### src/verilog/crs_pkg.sv
// Purpose: Shared constants and types for the card reader synchronizer.
// Assumes: Spec word bit n sits at vector index n; index 0 is unused.
// Notes:   Offsets are byte addresses on the plain register port.
package crs_pkg;

	// Register offsets
	localparam logic [7:0] REG_STANDBY = 8'h00;
	localparam logic [7:0] REG_STATUS  = 8'h04;
	localparam logic [7:0] REG_CONTROL = 8'h08;
	localparam logic [7:0] REG_CURRENT = 8'h0C;
	localparam logic [7:0] REG_COUNTS  = 8'h10;

	// Spec word fields
	localparam int FS_W       = 26;
	localparam int FS_L_LO    = 1;
	localparam int FS_L_HI    = 15;
	localparam int FS_IRQ     = 16;
	localparam int FS_FEED    = 17;
	localparam int FS_XLAT    = 18;
	localparam int FS_STK_LO  = 19;
	localparam int FS_STK_HI  = 20;
	localparam int FS_ZERO_LO = 21;
	localparam int FS_ZERO_HI = 25;
	localparam int FS_RES_LO  = 30;

	// Status register bits
	localparam int ST_STANDBY = 0;
	localparam int ST_INIT    = 1;
	localparam int ST_DERR    = 2;
	localparam int ST_FAULT   = 3;
	localparam int ST_OVS     = 4;
	localparam int ST_SENSE   = 5;
	localparam int ST_HALT    = 6;
	localparam int ST_INHIB   = 7;

	// Control register bits and reset value
	localparam int CT_SUPP = 0;
	localparam int CT_COL90 = 1;
	localparam logic [1:0] CTRL_RST = 2'h0;

	// Card image layout
	localparam int WORD_W    = 25;
	localparam int SIGN_BIT  = 24;
	localparam int CHAR_W    = 6;
	localparam int ZERO_CHARS = 3;
	localparam logic [5:0] WORDS_XLAT80 = 6'h14;
	localparam logic [5:0] WORDS_RAW80  = 6'h28;
	localparam logic [5:0] WORDS_90     = 6'h18;
	localparam logic [5:0] W90_MID      = 6'h0B;
	localparam logic [5:0] W90_END      = 6'h17;

	// Stacker codes
	localparam logic [1:0] STK0 = 2'h0;
	localparam logic [1:0] STK1 = 2'h1;
	localparam logic [1:0] STK2 = 2'h2;

	typedef enum logic [1:0] {PH_CHECK, PH_TEST, PH_WAIT_C, PH_SENSE}
		crs_phase_e;

	// Card mechanism pins
	typedef struct packed {
		logic        window;
		logic        sense;
		logic        row_tgl;
		logic        word_tgl;
		logic        empty;
		logic        misfeed;
		logic [2:0]  stk_full;
		logic        fault;
		logic        in_path;
		logic        card_at2;
		logic [7:0]  holes1;
		logic [7:0]  holes2;
		logic [23:0] word;
		logic [1:0]  res;
	} crs_mech_s;

	typedef struct packed {
		logic initiation;
		logic data_err;
		logic fault;
		logic oversight;
	} crs_ind_s;

endpackage

### src/verilog/crs_reader.sv
// Purpose: Card reader synchronizer: spec fetch, card cycle, image store.
// Assumes: Mechanism pins are asynchronous and held stable around toggles.
// Notes:   Memory never stalls; one word write per mem_wr pulse.
//
// The address-and-strobe port and the placing of the registers were chosen for this implementation.
`timescale 1ns/1ns

module crs_reader
(
	// Clock and reset
	input  wire logic              clock,
	input  wire logic              reset,
	// Register port
	input  wire logic [7:0]        reg_addr,
	input  wire logic [31:0]       reg_wdata,
	input  wire logic              reg_wr,
	input  wire logic              reg_rd,
	output logic      [31:0]       reg_rdata,
	// Card mechanism
	input  wire crs_pkg::crs_mech_s mech,
	output logic                   feed_pulse,
	output logic                   translate,
	output logic      [1:0]        stacker_sel,
	output logic                   misfeed_lamp,
	output logic                   stack_full_lamp,
	// Memory write port
	output logic                   mem_wr,
	output logic      [14:0]       mem_addr,
	output logic      [24:0]       mem_data,
	// Program interrupt request
	output logic                   irq_req
);
	typedef struct packed {
		crs_pkg::crs_mech_s  sync1;
		crs_pkg::crs_mech_s  sync2;
		logic                win_p;
		logic                sense_p;
		logic                row_p;
		logic                word_p;
		logic                flt_p;
		logic                mis_p;
		logic                full_p;
		crs_pkg::crs_phase_e phase;
		logic [25:0]         sb_fs;
		logic [1:0]          sb_res;
		logic                sb_set;
		logic [25:0]         cur_fs;
		crs_pkg::crs_ind_s   ind;
		logic                fetched;
		logic                cyc_abn;
		logic                chk_err;
		logic                derr_pend;
		logic                supp;
		logic                col90;
		logic                halted;
		logic [4:0]          rows;
		logic [5:0]          words;
		logic [11:0]         hole1;
		logic [11:0]         hole2;
		logic [11:0]         hole1_prev;
		logic                mem_wr;
		logic [14:0]         mem_addr;
		logic [24:0]         mem_data;
		logic                feed;
		logic [1:0]          stk;
		logic                full_lamp;
		logic                irq;
		logic [31:0]         rdata;
	} crs_state_s;
	crs_state_s         r_q;
	crs_state_s         r_d;
	crs_pkg::crs_mech_s s;
	crs_pkg::crs_ind_s  setv;
	crs_pkg::crs_ind_s  clr;
	logic               win_rise;
	logic               win_fall;
	logic               sense_rise;
	logic               sense_fall;
	logic               row_evt;
	logic               word_evt;
	logic               flt_rise;
	logic               mis_rise;
	logic               full_rise;
	logic               in_use;
	logic               inhibit;
	logic               fetch_go;
	logic               call_err;
	logic               sb_write;
	logic               st_write;
	logic [5:0]         due;
	logic [24:0]        img;
	// Residue of a value: bit weights alternate 1 and 2 modulo three
	function automatic logic [1:0] mod3(input logic [25:0] v);
		int acc;
		acc = 0;
		for (int i = 0; i < 26; i++)
			acc = acc + (v[i] ? (i % 2) + 1 : 0);
		mod3 = 2'(acc % 3);
	endfunction
	function automatic logic [5:0] words_due(input logic col90,
		input logic xlat);
		if (col90)
			words_due = crs_pkg::WORDS_90;
		else if (xlat)
			words_due = crs_pkg::WORDS_XLAT80;
		else
			words_due = crs_pkg::WORDS_RAW80;
	endfunction
	// Code 11 is undefined; it falls back to stacker zero
	function automatic logic [1:0] stk_decode(input logic [1:0] code);
		if (code == crs_pkg::STK1)
			stk_decode = crs_pkg::STK1;
		else if (code == crs_pkg::STK2)
			stk_decode = crs_pkg::STK2;
		else
			stk_decode = crs_pkg::STK0;
	endfunction
	assign s          = r_q.sync2;
	assign win_rise   = s.window & ~r_q.win_p;
	assign win_fall   = ~s.window & r_q.win_p;
	assign sense_rise = s.sense & ~r_q.sense_p;
	assign sense_fall = ~s.sense & r_q.sense_p;
	assign row_evt    = s.row_tgl ^ r_q.row_p;
	assign word_evt   = s.word_tgl ^ r_q.word_p;
	assign flt_rise   = s.fault & ~r_q.flt_p;
	assign mis_rise   = (s.empty | s.misfeed) & ~r_q.mis_p;
	assign full_rise  = (|s.stk_full) & ~r_q.full_p;
	assign in_use     = r_q.sb_set | s.in_path;
	assign inhibit    = r_q.ind.data_err | r_q.ind.fault;
	assign fetch_go   = (r_q.phase == crs_pkg::PH_TEST) & r_q.sb_set
		& ~r_q.fetched;
	assign call_err   =
		(|r_q.sb_fs[crs_pkg::FS_ZERO_HI:crs_pkg::FS_ZERO_LO])
		| (mod3(r_q.sb_fs) != r_q.sb_res);
	assign sb_write   = reg_wr & (reg_addr == crs_pkg::REG_STANDBY);
	assign st_write   = reg_wr & (reg_addr == crs_pkg::REG_STATUS);
	assign due        = words_due(r_q.col90, r_q.cur_fs[crs_pkg::FS_XLAT]);
	// Image word: sign cleared, tail characters trimmed on 90 columns
	always_comb
	begin
		img = {1'b0, s.word};
		if (r_q.col90 && (r_q.words == crs_pkg::W90_MID
			|| r_q.words == crs_pkg::W90_END))
			img[crs_pkg::CHAR_W * crs_pkg::ZERO_CHARS - 1:0] = '0;
	end
	always_comb
	begin
		r_d = r_q;
		setv = '0;
		clr = '0;
		r_d.sync1 = mech;
		r_d.sync2 = r_q.sync1;
		r_d.win_p = s.window;
		r_d.sense_p = s.sense;
		r_d.row_p = s.row_tgl;
		r_d.word_p = s.word_tgl;
		r_d.flt_p = s.fault;
		r_d.mis_p = s.empty | s.misfeed;
		r_d.full_p = |s.stk_full;
		r_d.full_lamp = |s.stk_full;
		r_d.mem_wr = 1'b0;
		r_d.feed = 1'b0;
		r_d.irq = 1'b0;
		r_d.rdata = '0;
		// Halt holds until oversight is cleared and the feed is healthy
		r_d.halted = r_q.halted
			& (r_q.ind.oversight | s.empty | s.misfeed);
		// Abnormal conditions only count with work pending
		if (flt_rise && in_use)
		begin
			setv.fault = 1'b1;
			r_d.cyc_abn = 1'b1;
		end
		if (mis_rise && in_use)
		begin
			r_d.halted = 1'b1;
			setv.oversight = ~setv.fault;
			r_d.cyc_abn = 1'b1;
		end
		if (full_rise && in_use)
		begin
			setv.oversight = ~setv.fault;
			r_d.cyc_abn = 1'b1;
		end
		case (r_q.phase)
			crs_pkg::PH_CHECK:
			begin
				if (win_rise)
				begin
					r_d.phase = crs_pkg::PH_TEST;
					r_d.fetched = 1'b0;
					r_d.cyc_abn = 1'b0;
					r_d.derr_pend = 1'b0;
					// Abnormal event in the ending cycle wins
					if (r_q.derr_pend && !r_q.cyc_abn)
						setv.data_err = 1'b1;
				end
			end
			crs_pkg::PH_TEST:
			begin
				if (fetch_go)
				begin
					r_d.cur_fs = r_q.sb_fs;
					r_d.sb_set = 1'b0;
					r_d.fetched = 1'b1;
					if (r_q.sb_fs[crs_pkg::FS_IRQ])
						setv.initiation = 1'b1;
					if (call_err)
						setv.fault = 1'b1;
				end
				if (win_fall)
				begin
					// Past point B no spec is taken this cycle
					r_d.phase = crs_pkg::PH_WAIT_C;
					if (r_q.fetched)
					begin
						r_d.stk = stk_decode(r_q.cur_fs[
							crs_pkg::FS_STK_HI:crs_pkg::FS_STK_LO]);
						r_d.feed = r_q.cur_fs[crs_pkg::FS_FEED]
							& ~r_q.halted;
					end
					else
						r_d.stk = crs_pkg::STK0;
				end
			end
			crs_pkg::PH_WAIT_C:
			begin
				if (sense_rise)
				begin
					r_d.phase = crs_pkg::PH_SENSE;
					r_d.rows = '0;
					r_d.words = '0;
					r_d.hole1 = '0;
					r_d.hole2 = '0;
					r_d.chk_err = 1'b0;
				end
			end
			crs_pkg::PH_SENSE:
			begin
				if (row_evt)
				begin
					r_d.rows = r_q.rows + 5'h01;
					r_d.hole1 = r_q.hole1 + 12'(s.holes1);
					r_d.hole2 = r_q.hole2 + 12'(s.holes2);
				end
				// Station two only; stops at the due count
				if (word_evt && s.card_at2 && !inhibit
					&& r_q.words < due)
				begin
					r_d.mem_wr = 1'b1;
					r_d.mem_addr = r_q.cur_fs[
						crs_pkg::FS_L_HI:crs_pkg::FS_L_LO]
						+ 15'(r_q.words);
					r_d.mem_data = img;
					r_d.words = r_q.words + 6'h01;
					if (mod3({2'h0, s.word}) != s.res)
						r_d.chk_err = 1'b1;
				end
				if (sense_fall)
				begin
					r_d.phase = crs_pkg::PH_CHECK;
					r_d.hole1_prev = r_d.hole1;
					if (s.card_at2)
						r_d.derr_pend = r_d.chk_err
							| (r_q.hole1_prev != r_d.hole2)
							| (!inhibit && r_d.words != due);
				end
			end
			default:
				r_d.phase = crs_pkg::PH_CHECK;
		endcase
		// Register port
		if (st_write)
		begin
			clr.initiation = reg_wdata[crs_pkg::ST_INIT];
			clr.data_err = reg_wdata[crs_pkg::ST_DERR];
			clr.fault = reg_wdata[crs_pkg::ST_FAULT];
			clr.oversight = reg_wdata[crs_pkg::ST_OVS];
		end
		else if (sb_write)
		begin
			r_d.sb_fs = reg_wdata[crs_pkg::FS_W - 1:0];
			r_d.sb_res = reg_wdata[crs_pkg::FS_RES_LO + 1:
				crs_pkg::FS_RES_LO];
			r_d.sb_set = 1'b1;
		end
		else if (reg_wr && reg_addr == crs_pkg::REG_CONTROL)
		begin
			r_d.supp = reg_wdata[crs_pkg::CT_SUPP];
			r_d.col90 = reg_wdata[crs_pkg::CT_COL90];
		end
		if (reg_rd)
		begin
			if (reg_addr == crs_pkg::REG_STANDBY)
				r_d.rdata = {r_q.sb_res, 4'h0, r_q.sb_fs};
			else if (reg_addr == crs_pkg::REG_STATUS)
				r_d.rdata = {24'h0, inhibit, r_q.halted,
					r_q.phase == crs_pkg::PH_SENSE,
					r_q.ind.oversight, r_q.ind.fault,
					r_q.ind.data_err, r_q.ind.initiation,
					r_q.sb_set};
			else if (reg_addr == crs_pkg::REG_CONTROL)
				r_d.rdata = {30'h0, r_q.col90, r_q.supp};
			else if (reg_addr == crs_pkg::REG_CURRENT)
				r_d.rdata = {6'h0, r_q.cur_fs};
			else if (reg_addr == crs_pkg::REG_COUNTS)
				r_d.rdata = {11'h0, r_q.rows, 10'h0, r_q.words};
		end
		// Set wins over a clear in the same cycle
		r_d.ind = (r_q.ind & ~clr) | setv;
		r_d.irq = (|setv) & ~r_q.supp;
	end

	always_ff @(posedge clock)
	begin
		if (reset)
		begin
			r_q <= '0;
			r_q.supp <= crs_pkg::CTRL_RST[crs_pkg::CT_SUPP];
			r_q.col90 <= crs_pkg::CTRL_RST[crs_pkg::CT_COL90];
		end
		else
			r_q <= r_d;
	end
	assign reg_rdata = r_q.rdata;
	assign feed_pulse = r_q.feed;
	assign translate = r_q.cur_fs[crs_pkg::FS_XLAT];
	assign stacker_sel = r_q.stk;
	assign misfeed_lamp = r_q.halted;
	assign stack_full_lamp = r_q.full_lamp;
	assign mem_wr = r_q.mem_wr;
	assign mem_addr = r_q.mem_addr;
	assign mem_data = r_q.mem_data;
	assign irq_req = r_q.irq;
endmodule

### config.mk
export PLATFORM = sky130hd
export DESIGN_NAME = crs_reader
export DESIGN_NICKNAME = d
export VERILOG_FILES = /design/src/verilog/crs_pkg.sv /design/src/verilog/crs_reader.sv
export SDC_FILE = /design/constraint.sdc
export NUM_CORES = 1
export LEC_CHECK = 0
export ABC_AREA = 1
export BUFFER_PORTS_ARGS = -buffer_cell sky130_fd_sc_hd__clkbuf_2
export CORE_AREA = 2 2 186 188
export CTS_CLUSTER_SIZE = 8
export DETAILED_ROUTE_END_ITERATION = 7
export DIE_AREA = 0 0 188 190
export MAX_ROUTING_LAYER = met4
export PLACE_DENSITY = 0.66
export SYNTH_ARGS = -nofsm -noshare
export SYNTH_HDL_FRONTEND = slang
export SYNTH_SLANG_ARGS = --single-unit
### constraint.sdc
create_clock -name clock -period 7.12 [get_ports clock]
set_input_delay 1.068 -clock clock [delete_from_list [all_inputs] [get_ports clock]]
set_output_delay 1.068 -clock clock [all_outputs]
set_load 0.03 [all_outputs]
==> impl_metrics.tcl, run 1 <==
set metrics [dict create \
    die_x_um 188 \
    pwr-share-clk_pct 41.0 \
    switchingPower_mw 1.339 \
    worstSetupStartpointType "register" \
    post-route-period-util_pct 98.75 \
    drc 0 \
    initial_utilization_pct 44.29 \
    ys_seq_area_share_pct 40.21 \
    core_sq_mm 0.03395 \
    netlist_top_cells_area "dfxtp_1 (40%), inv_1 (8.6%), nand2_1 (6.8%)" \
    final_antenna_net_count 0 \
    p_seq_share_pct 38.0 \
    synthFlopType "dfxtp_1" \
    ir_worst_vdd_mv 0.1998 \
    synth_most_common_cell "inv_1" \
    grt_pass1_wl_um 58350 \
    dpl.hpwl_um 25940 \
    synth-seq-cells 302 \
    track_usage_pct 20.51 \
    p_int_mw 3.280 \
    switching_share_pct 28.99 \
    post-place-cells 2504 \
    synth_top_area_share_pct 40.21 \
    async_flop_share_pct 0 \
    cts_num_sinks 302 \
    die_area_sq_mm 0.03572 \
    viasPerCell 4.815 \
    fmax_mhz 142.2 \
    ys_types 54 \
    tightest_slew_ns 0.8540 \
    cts.reportedPaths.clkPinSlew_ns 0.05 \
    pin_count 178 \
    syn_to_final_growth_pct 18.58 \
    drt_iter0_drc 561 \
    cts-root-buf "clkbuf_16" \
    avgRoutedWirePerCell_um 14.07 \
    numCtsBuffers 44 \
    cp_slowest_stage_delay_ns 0.55 \
    grt_max_degree 100 \
    synth.cell_area_sq_mm 0.01504 \
    htreeDepth 2 \
    end_kind "register" \
    min_period_ns 7.031 \
    routabilityCongestion 0.8464 \
    maxCapViolCount 0 \
    rows 68 \
    synth.avg_cell_area_sq_um 7.675 \
    synth_cells 1959 \
    grt_pass1_vias 12063 \
    hold_violations 0 \
    cp.arrival_ns 7.46 \
    synth_edf_count 0 \
    setup_violations 0 \
    slew_headroom_pct 42.72 \
    p_comb_share_pct 21.1 \
    critical_path_required_ns 7.54 \
    hp-class "reg2reg" \
    synthTopCellsByCount "inv_1 (346), dfxtp_1 (302), nand2_1 (271)" \
    rsz0062_at_grt "true" \
    routed_wl_um 36260 \
    io_buffers 168 \
    dr.pass1.iters 5 \
    diodes 0 \
    slowest_stage "fa_1" \
    clock_path_buffers 3 \
    nFillCells 3208 \
    setup_tns_ns 0 \
    drive_gt1_share_pct 20.12 \
    powerDensity_mw_per_mm2 259.1 \
    outcome "finished clean" \
    grt_overflow_total 0 \
    stdcell_count 2577 \
    final_util_pct 52.52 \
    clk_latency_ns 0.55 \
    antenna_found_initial 0 \
    via_count 12408 \
    holdWs_ns 0.3928 \
    drv_slew 0 \
    finalNetCount 2318 \
    yosysWarnings 0 \
    worstPathMaxFanout 5 \
    die_h_um 190 \
    skew_ns 0.03025 \
    synth.largest_area_cell "dfxtp_1" \
    cts_tree "yes" \
    ff2ff_setup_slack_ns 0.09 \
    worstSetupPathType "reg2reg" \
    p_leak_nw 8.459 \
]
-- area by class of cell --
type / instances / area [sq um] / share of cell area (%)
Multi-Input combinational cell: 1168 / 7221 / 40.50
Sequential cell: 302 / 6050 / 33.93
Timing Repair Buffer: 240 / 1395 / 7.825
Inverter: 359 / 1355 / 7.600
Clock buffer: 49 / 1130 / 6.337
Tap cell: 455 / 569.3 / 3.193
Clock inverter: 4 / 110.1 / 0.6175
-- power by group through the flow --
| stage | clock network (mW) | registers [mW] | logic [mW] |
|---|---|---|---|
| floorplan | 0 | 1.78 | 0.631 |
| global placement | 0 | 1.78 | 0.783 |
| detailed placement | 0 | 1.79 | 0.824 |
| CTS | 1.93 | 1.75 | 0.877 |
| global route | 2.01 | 1.75 | 1.10 |
| finish | 1.89 | 1.75 | 0.974 |
-- state kept, by name, summed over array words and instances (netlist names), 2 cells and up --
signal / cells
reg_rdata: 28
r_d: 59
mem_data: 24
r_q: 162
stacker_sel: 2
img: 6
mem_addr: 15
-- through the flow --
step	area (sq um)	total power, mW	setup slack (ns)
finish	17830	4.619	0.08878
global route	17830	4.865	-0.3000
CTS	17530	4.562	-0.01241
detailed placement	16090	2.610	-0.3181
global placement	16090	2.568	-0.1823
floorplan	15050	2.412	0.08563
-- placed cells by master (no fill, tap or decap), drive strengths merged, types with 2 or more instances in the layout --
master,synthesis,final
inv,356,358
dfxtp,302,302
nand2,293,293
nor2,226,226
clkbuf,55,216
a21oi,155,155
o21ai,142,142
nand3,83,83
buf,79,73
ha,62,62
fa,43,43
xor2,29,29
nor3,22,22
xnor2,14,14
o22ai,13,13
nand4,12,12
o211ai,11,11
o21bai,10,10
or2,8,8
nand3b,7,7
conb,1,5
o31ai,4,4
nor4,4,4
a31oi,4,4
clkinv,3,4
and3,3,3
a221oi,3,3
o2111ai,3,3
a22oi,3,3
a21o,2,2
a211oi,2,2
-- critical path, delay by kind of cell (launching register included) --
kind	cells	cell delay, ns
AO/OA/AOI/OAI	1	0.18
AND/OR/NAND/NOR	18	1.63
flip-flops	1	0.33
XOR/XNOR	2	0.35
adder cells (fa/ha/maj)	9	3.64
buffers and inverters	9	0.76
-- worst paths after layout --
| check | to | start | cells past startpoint |
|---|---|---|---|
| setup / recovery | irq_req | r_q[171] | 39 |
| setup reg to reg | irq_req | r_q[171] | 39 |
| hold / removal | r_q[213] | r_d[213] | 2 |
| hold reg to reg | r_q[213] | r_d[213] | 2 |
-- layer usage --
layer | wire length [um] | up-vias | track usage, %
met2 | 17180 | 333 | 34.16
met4 | 1107 | 0 | 7.389
met5 | 0 | - | -
li1 | - | 6340 | -
met3 | 1983 | 68 | 2.951
met1 | 15990 | 5667 | 25.41
-- logic make-up (layout without fill, tap and decap cells) --
| logic type | Yosys count | in the layout | share of synthesized area (%) |
|---|---|---|---|
| flops | 302 | 302 | 40.21 |
| other cells | 1 | 5 | 0.02494 |
| buf+inv | 493 | 652 | 14.18 |
| simple gates | 660 | 660 | 19.36 |
| xor+xnor | 43 | 43 | 2.555 |
| compound gates | 355 | 355 | 12.78 |
| fa+ha+maj | 105 | 105 | 10.88 |
-- what timing repair did --
item | in CTS | in global routing
resized for setup | 38 | 60
setup endpoints to repair | 4 | 4
setup buffers | 10 | 11
pin swaps | 28 | 48
hold buffers | 0 | 0
Power figures use the tool's default switching activity.
==> run 2: changes to the inputs <==
Settings changed: CELL_PAD_IN_SITES_DETAIL_PLACEMENT set to 0, CELL_PAD_IN_SITES_GLOBAL_PLACEMENT set to 2, CORE_AREA 2 2 186 188 to 2 2 224 226, DIE_AREA 0 0 188 190 to 0 0 226 228, PLACE_DENSITY 0.66 to unset, PLACE_DENSITY_LB_ADDON set to 0.1.
==> run 2 against run 1 <==
First-iteration DRC count increased by 0.18%. Maximum frequency increased by 2.3%. Register-to-register slack improved by 0.16 ns. Wire length increased by 14%. Sequential share of layout area decreased by 0.62 points.
==> impl_metrics.tcl, run 2 (synthesized netlist as in run 1, its figures left out) <==
set metrics [dict create \
    timing.critical_path.to "r_q[133]" \
    ir_worst_vdd_mv 0.2031 \
    grt_pass1_wl_um 66240 \
    routed_wl_um 41380 \
    diodes 0 \
    viasPerCell 4.331 \
    reg2reg_depth 41 \
    p_comb_share_pct 21.2 \
    die_h_um 228 \
    cts-root-buf "clkbuf_16" \
    min_period_ns 6.873 \
    tightest_slew_ns 0.9351 \
    cts_tree "yes" \
    numCtsBuffers 44 \
    switchingPower_mw 1.353 \
    drive_gt1_share_pct 20.39 \
    register_area_sq_mm 0.006047 \
    core_sq_mm 0.04935 \
    dr.pass1.iters 5 \
    clk_latency_ns 0.56 \
    rows 82 \
    drt_iter0_drc 562 \
    final_common_cell "inv_1" \
    cts.reportedPaths.clkPinSlew_ns 0.05 \
    grt_pass1_vias 12220 \
    p_leak_nw 8.509 \
    worstSetupStartpointType "register" \
    pwr-share-clk_pct 40.9 \
    preCtsSetupSlack_ns -0.3406 \
    p_seq_share_pct 37.9 \
    finalNetCount 2333 \
    antenna_found_initial 0 \
    worstPathMaxFanout 4 \
    pin_count 178 \
    r2r-start "r_q[171]" \
    skew_ns 0.01560 \
    finalPower_mw 4.623 \
    htreeDepth 2 \
    track_usage_pct 16.75 \
    routabilityCongestion 0.7995 \
    fmax_mhz 145.5 \
    slowest_stage "fa_1" \
    powerDensity_mw_per_mm2 254.6 \
    hold_violations 0 \
    io_buffers 168 \
    outcome "finished clean" \
    drc 0 \
    maxCapViolCount 0 \
    largest_reg_flops 162 \
    switching_share_pct 29.27 \
    dpl.hpwl_um 30390 \
    regMostFlops "r_q" \
    syn_to_final_growth_pct 20.75 \
    die_x_um 226 \
    cts_hold_buf 0 \
    clock_path_buffers 3 \
    initial_utilization_pct 30.47 \
    grt_overflow_total 0 \
    via_count 12169 \
    slew_headroom_pct 37.27 \
    startpoint "r_q[171]" \
    cts_num_sinks 302 \
    crit_path_frequent_cell "nand2_4" \
    rr_endpoint "r_q[133]" \
    cp.arrival_ns 7.33 \
    worstSetupPathType "reg2reg" \
    nFillCells 5268 \
    holdWs_ns 0.3964 \
    p_int_mw 3.270 \
    cp_slowest_stage_delay_ns 0.55 \
    final_cell_mix "inv_1 (333), dfxtp_1 (301), nand2_1 (256)" \
    drv_slew 0 \
    setup_violations 0 \
    critical_path_required_ns 7.58 \
    die_area_sq_mm 0.05153 \
    post-route-period-util_pct 96.53 \
    grt_max_degree 86 \
    end_kind "register" \
    hp-class "reg2reg" \
    multiInputGateArea_sq_mm 0.007207 \
    rsz0062_at_grt "true" \
    timing.final.ws_setup_ns 0.2470 \
    final_antenna_net_count 0 \
    avgRoutedWirePerCell_um 14.73 \
    ff2ff_setup_slack_ns 0.25 \
]
run 2: changes by cell type in the layout (fill, tap and decap cells not counted), sizes merged:
cell    change
clkbuf      +3
buf        +15
bufinv      -1
inv         -1
run 2: worst min path at each step:
stage | from | depth (start not counted) | slack [ns] | to
CTS | r_d[220] | 2 | 0.40 | img[18]
global placement | r_d[235] | 2 | 0.39 | r_q[235]
detailed placement | r_d[214] | 2 | 0.39 | r_q[214]
global route | r_d[209] | 2 | 0.41 | r_q[209]
finish | r_d[220] | 2 | 0.40 | img[18]
floorplan | r_d[220] | 2 | 0.39 | img[18]
run 2: what timing repair did:
action                                  CTS  global route
gates resized for setup                  22            67
pin swaps                                19            54
setup buffers                             2             6
endpoints found under the setup margin    4             4
run 2: area by class of cell:
| cell class | count | share of cell area, % |
|---|---|---|
| Sequential cell | 302 | 33.31 |
| Multi-Input combinational cell | 1168 | 39.69 |
| Clock buffer | 52 | 6.519 |
| Tap cell | 672 | 4.631 |
| Inverter | 359 | 7.450 |
| Timing Repair Buffer | 255 | 8.283 |
| Clock inverter | 2 | 0.1172 |
run 2: layer usage:
metal,share of wire (%),GRT usage (%),up-vias
li1,-,-,6391
met1,48,21.53,5538
met2,47,27.26,187
met3,3.8,3.027,53
met4,1.9,3.891,0
met5,0,-,-
run 2: power groups by stage:
| stage | logic, mW | registers (mW) | clock network, mW |
|---|---|---|---|
| 2_1_floorplan | 0.631 | 1.78 | 0 |
| 3_3_place_gp | 0.850 | 1.79 | 0 |
| 3_5_place_dp | 0.863 | 1.79 | 0 |
| 4_1_cts | 0.874 | 1.75 | 1.96 |
| 5_1_grt | 1.11 | 1.75 | 2.03 |
| 6_report | 0.980 | 1.75 | 1.89 |
run 2: per-stage QoR:
step,instances,util (%),setup TNS [ns],area (sq um)
floorplan,1963,-,0,15050
global placement,2748,33.57,-0.6701,16570
detailed placement,2748,33.57,-0.8229,16570
CTS,2804,36.19,-0.01097,17860
global route,2810,36.79,-0.3313,18160
finish,2810,36.79,0,18160
run 2: worst max-delay path: cells and delay by family, from the launching register on:
kind            cells  cell delay [ns]
compound gates      2             0.31
xor+xnor            2             0.35
fa+ha+maj          10             3.70
simple gates       18             1.54
flops               1             0.33
buf+inv             9             0.50
==> run 3: changes to the inputs <==
Settings changed: CELL_PAD_IN_SITES_DETAIL_PLACEMENT 0 to 2.
==> run 3 against run 2 <==
Count of clock-buffer cells in the layout decreased by 5. Largest power group unchanged. Cell count is 0.57% higher. Power rose by 5.4%. Die area stayed put. Non-clock buffer count grew 20.
==> impl_metrics.tcl, run 3 (synthesized netlist as in run 1, its figures left out) <==
set metrics [dict create \
    maxCapViolCount 0 \
    io_buffers 168 \
    rows 82 \
    largest_reg_flops 162 \
    final_common_cell "inv_1" \
    min_period_ns 7.007 \
    grt_max_degree 86 \
    holdWs_ns 0.3877 \
    finalNetCount 2353 \
    finalPower_mw 4.872 \
    grt_pass1_wl_um 76370 \
    cts_hold_buf 0 \
    viasPerCell 4.589 \
    tightest_slew_ns 0.9462 \
    post-place-cells 2748 \
    powerDensity_mw_per_mm2 264.1 \
    drive_gt1_share_pct 22.38 \
    track_usage_pct 19.22 \
    routed_wl_um 47490 \
    grt_overflow_total 0 \
    setup_violations 0 \
    skew_ns 0.01427 \
    hp-class "reg2reg" \
    die_h_um 228 \
    post-route-period-util_pct 98.41 \
    ir_worst_vdd_mv 0.1510 \
    outcome "finished clean" \
    numCtsBuffers 44 \
    p_leak_nw 8.645 \
    min_to "r_q[217]" \
    worstPathMaxFanout 5 \
    die_x_um 226 \
    worstSetupPathType "reg2reg" \
    die_area_sq_mm 0.05153 \
    clk_latency_ns 0.56 \
    syn_to_final_growth_pct 22.68 \
    cts.reportedPaths.clkPinSlew_ns 0.05 \
    drt_iter0_drc 383 \
    via_count 12969 \
    cts-root-buf "clkbuf_16" \
    fmax_mhz 142.7 \
    cts_num_sinks 302 \
    cp.arrival_ns 7.47 \
    rr_endpoint "r_q[133]" \
    worstSetupStartpointType "register" \
    final_util_pct 37.38 \
    dpl.hpwl_um 34880 \
    antenna_found_initial 0 \
    cp_slowest_stage_delay_ns 0.55 \
    reg2reg_depth 38 \
    slew_headroom_pct 36.53 \
    initial_utilization_pct 30.47 \
    stdcell_count 2826 \
    regMostFlops "r_q" \
    avgRoutedWirePerCell_um 16.81 \
    clock_path_buffers 3 \
    drv_slew 0 \
    slowest_stage "fa_1" \
    cts_tree "yes" \
    placed_area_sq_mm 0.01657 \
    preCtsSetupSlack_ns -0.4637 \
    min_from "r_d[217]" \
    design_area_sq_mm 0.01845 \
    ff2ff_setup_slack_ns 0.11 \
    htreeDepth 2 \
    hold_violations 0 \
    holdPathStages 2 \
    drc 0 \
    dr.pass1.iters 4 \
    grt_pass1_vias 14288 \
    core_sq_mm 0.04935 \
    final_antenna_net_count 0 \
    routabilityCongestion 0.7995 \
    rsz0062_at_grt "true" \
    setup_tns_ns 0 \
    r2r-start "r_q[171]" \
    pin_count 178 \
    timing.final.ws_setup_ns 0.1133 \
    critical_path_required_ns 7.58 \
    end_kind "register" \
    final_cell_mix "inv_1 (327), dfxtp_1 (297), nand2_1 (248)" \
    diodes 0 \
]
==> run 3: changes by cell type in the layout (fill, tap and decap cells not counted), moves of 3 or more <==
| cell | delta |
|---|---|
| nand2_1 | -8 |
| inv_1 | -6 |
| dfxtp_2 | +4 |
| buf_4 | +17 |
| clkbuf_1 | -5 |
| nand3_1 | -3 |
| inv_2 | +5 |
| nor2_1 | -3 |
| dfxtp_1 | -4 |
| nor2_2 | +3 |
| buf_6 | +3 |
| nand2_2 | +6 |
==> run 3: repair_timing <==
action	4_1_cts	5_1_grt
resized for setup	55	69
pin swaps	45	64
gates cloned	0	0
setup buffers	17	11
endpoints found under the setup margin	4	4
==> run 3: critical path, delay by kind of cell, from the launching register on <==
kind	cells	cell delay, ns
adders and majority gates	10	3.73
and+or+nand+nor	16	1.54
buffers and inverters	8	0.50
AOI/OAI and AO/OA	2	0.45
xor gates and xnor gates	2	0.35
DFF	1	0.33
==> run 3: how the worst max path moves through the flow <==
| stage | cells past startpoint | end | start |
|---|---|---|---|
| floorplan | 39 | r_q[133] | r_q[171] |
| global route | 39 | irq_req | r_q[171] |
| global placement | 39 | irq_req | r_q[171] |
| detailed placement | 39 | irq_req | r_q[171] |
| CTS | 39 | irq_req | r_q[175] |
| finish | 38 | r_q[133] | r_q[171] |
==> run 3: final cells by class <==
class / count / area (sq um)
Clock buffer: 47 / 1165
Clock inverter: 3 / 76.32
Fill cell: 5668 / 30900
Inverter: 359 / 1355
Multi-Input combinational cell: 1168 / 7291
Sequential cell: 302 / 6052
Tap cell: 672 / 840.8
Timing Repair Buffer: 275 / 1665
==> run 3: report_power, final <==
| part | switching, mW | internal, mW |
|---|---|---|
| Clock | 0.749 | 1.21 |
| Combinational | 0.674 | 0.486 |
| Sequential | 0.0196 | 1.73 |
| Total | 1.44 | 3.43 |
==> run 3: layer usage <==
layer	wire [um]	up-vias	track usage, %
met5	0	-	-
met4	1011	0	5.112
met3	1446	60	2.602
met2	24090	180	33.67
met1	20950	6316	23.00
li1	-	6413	-
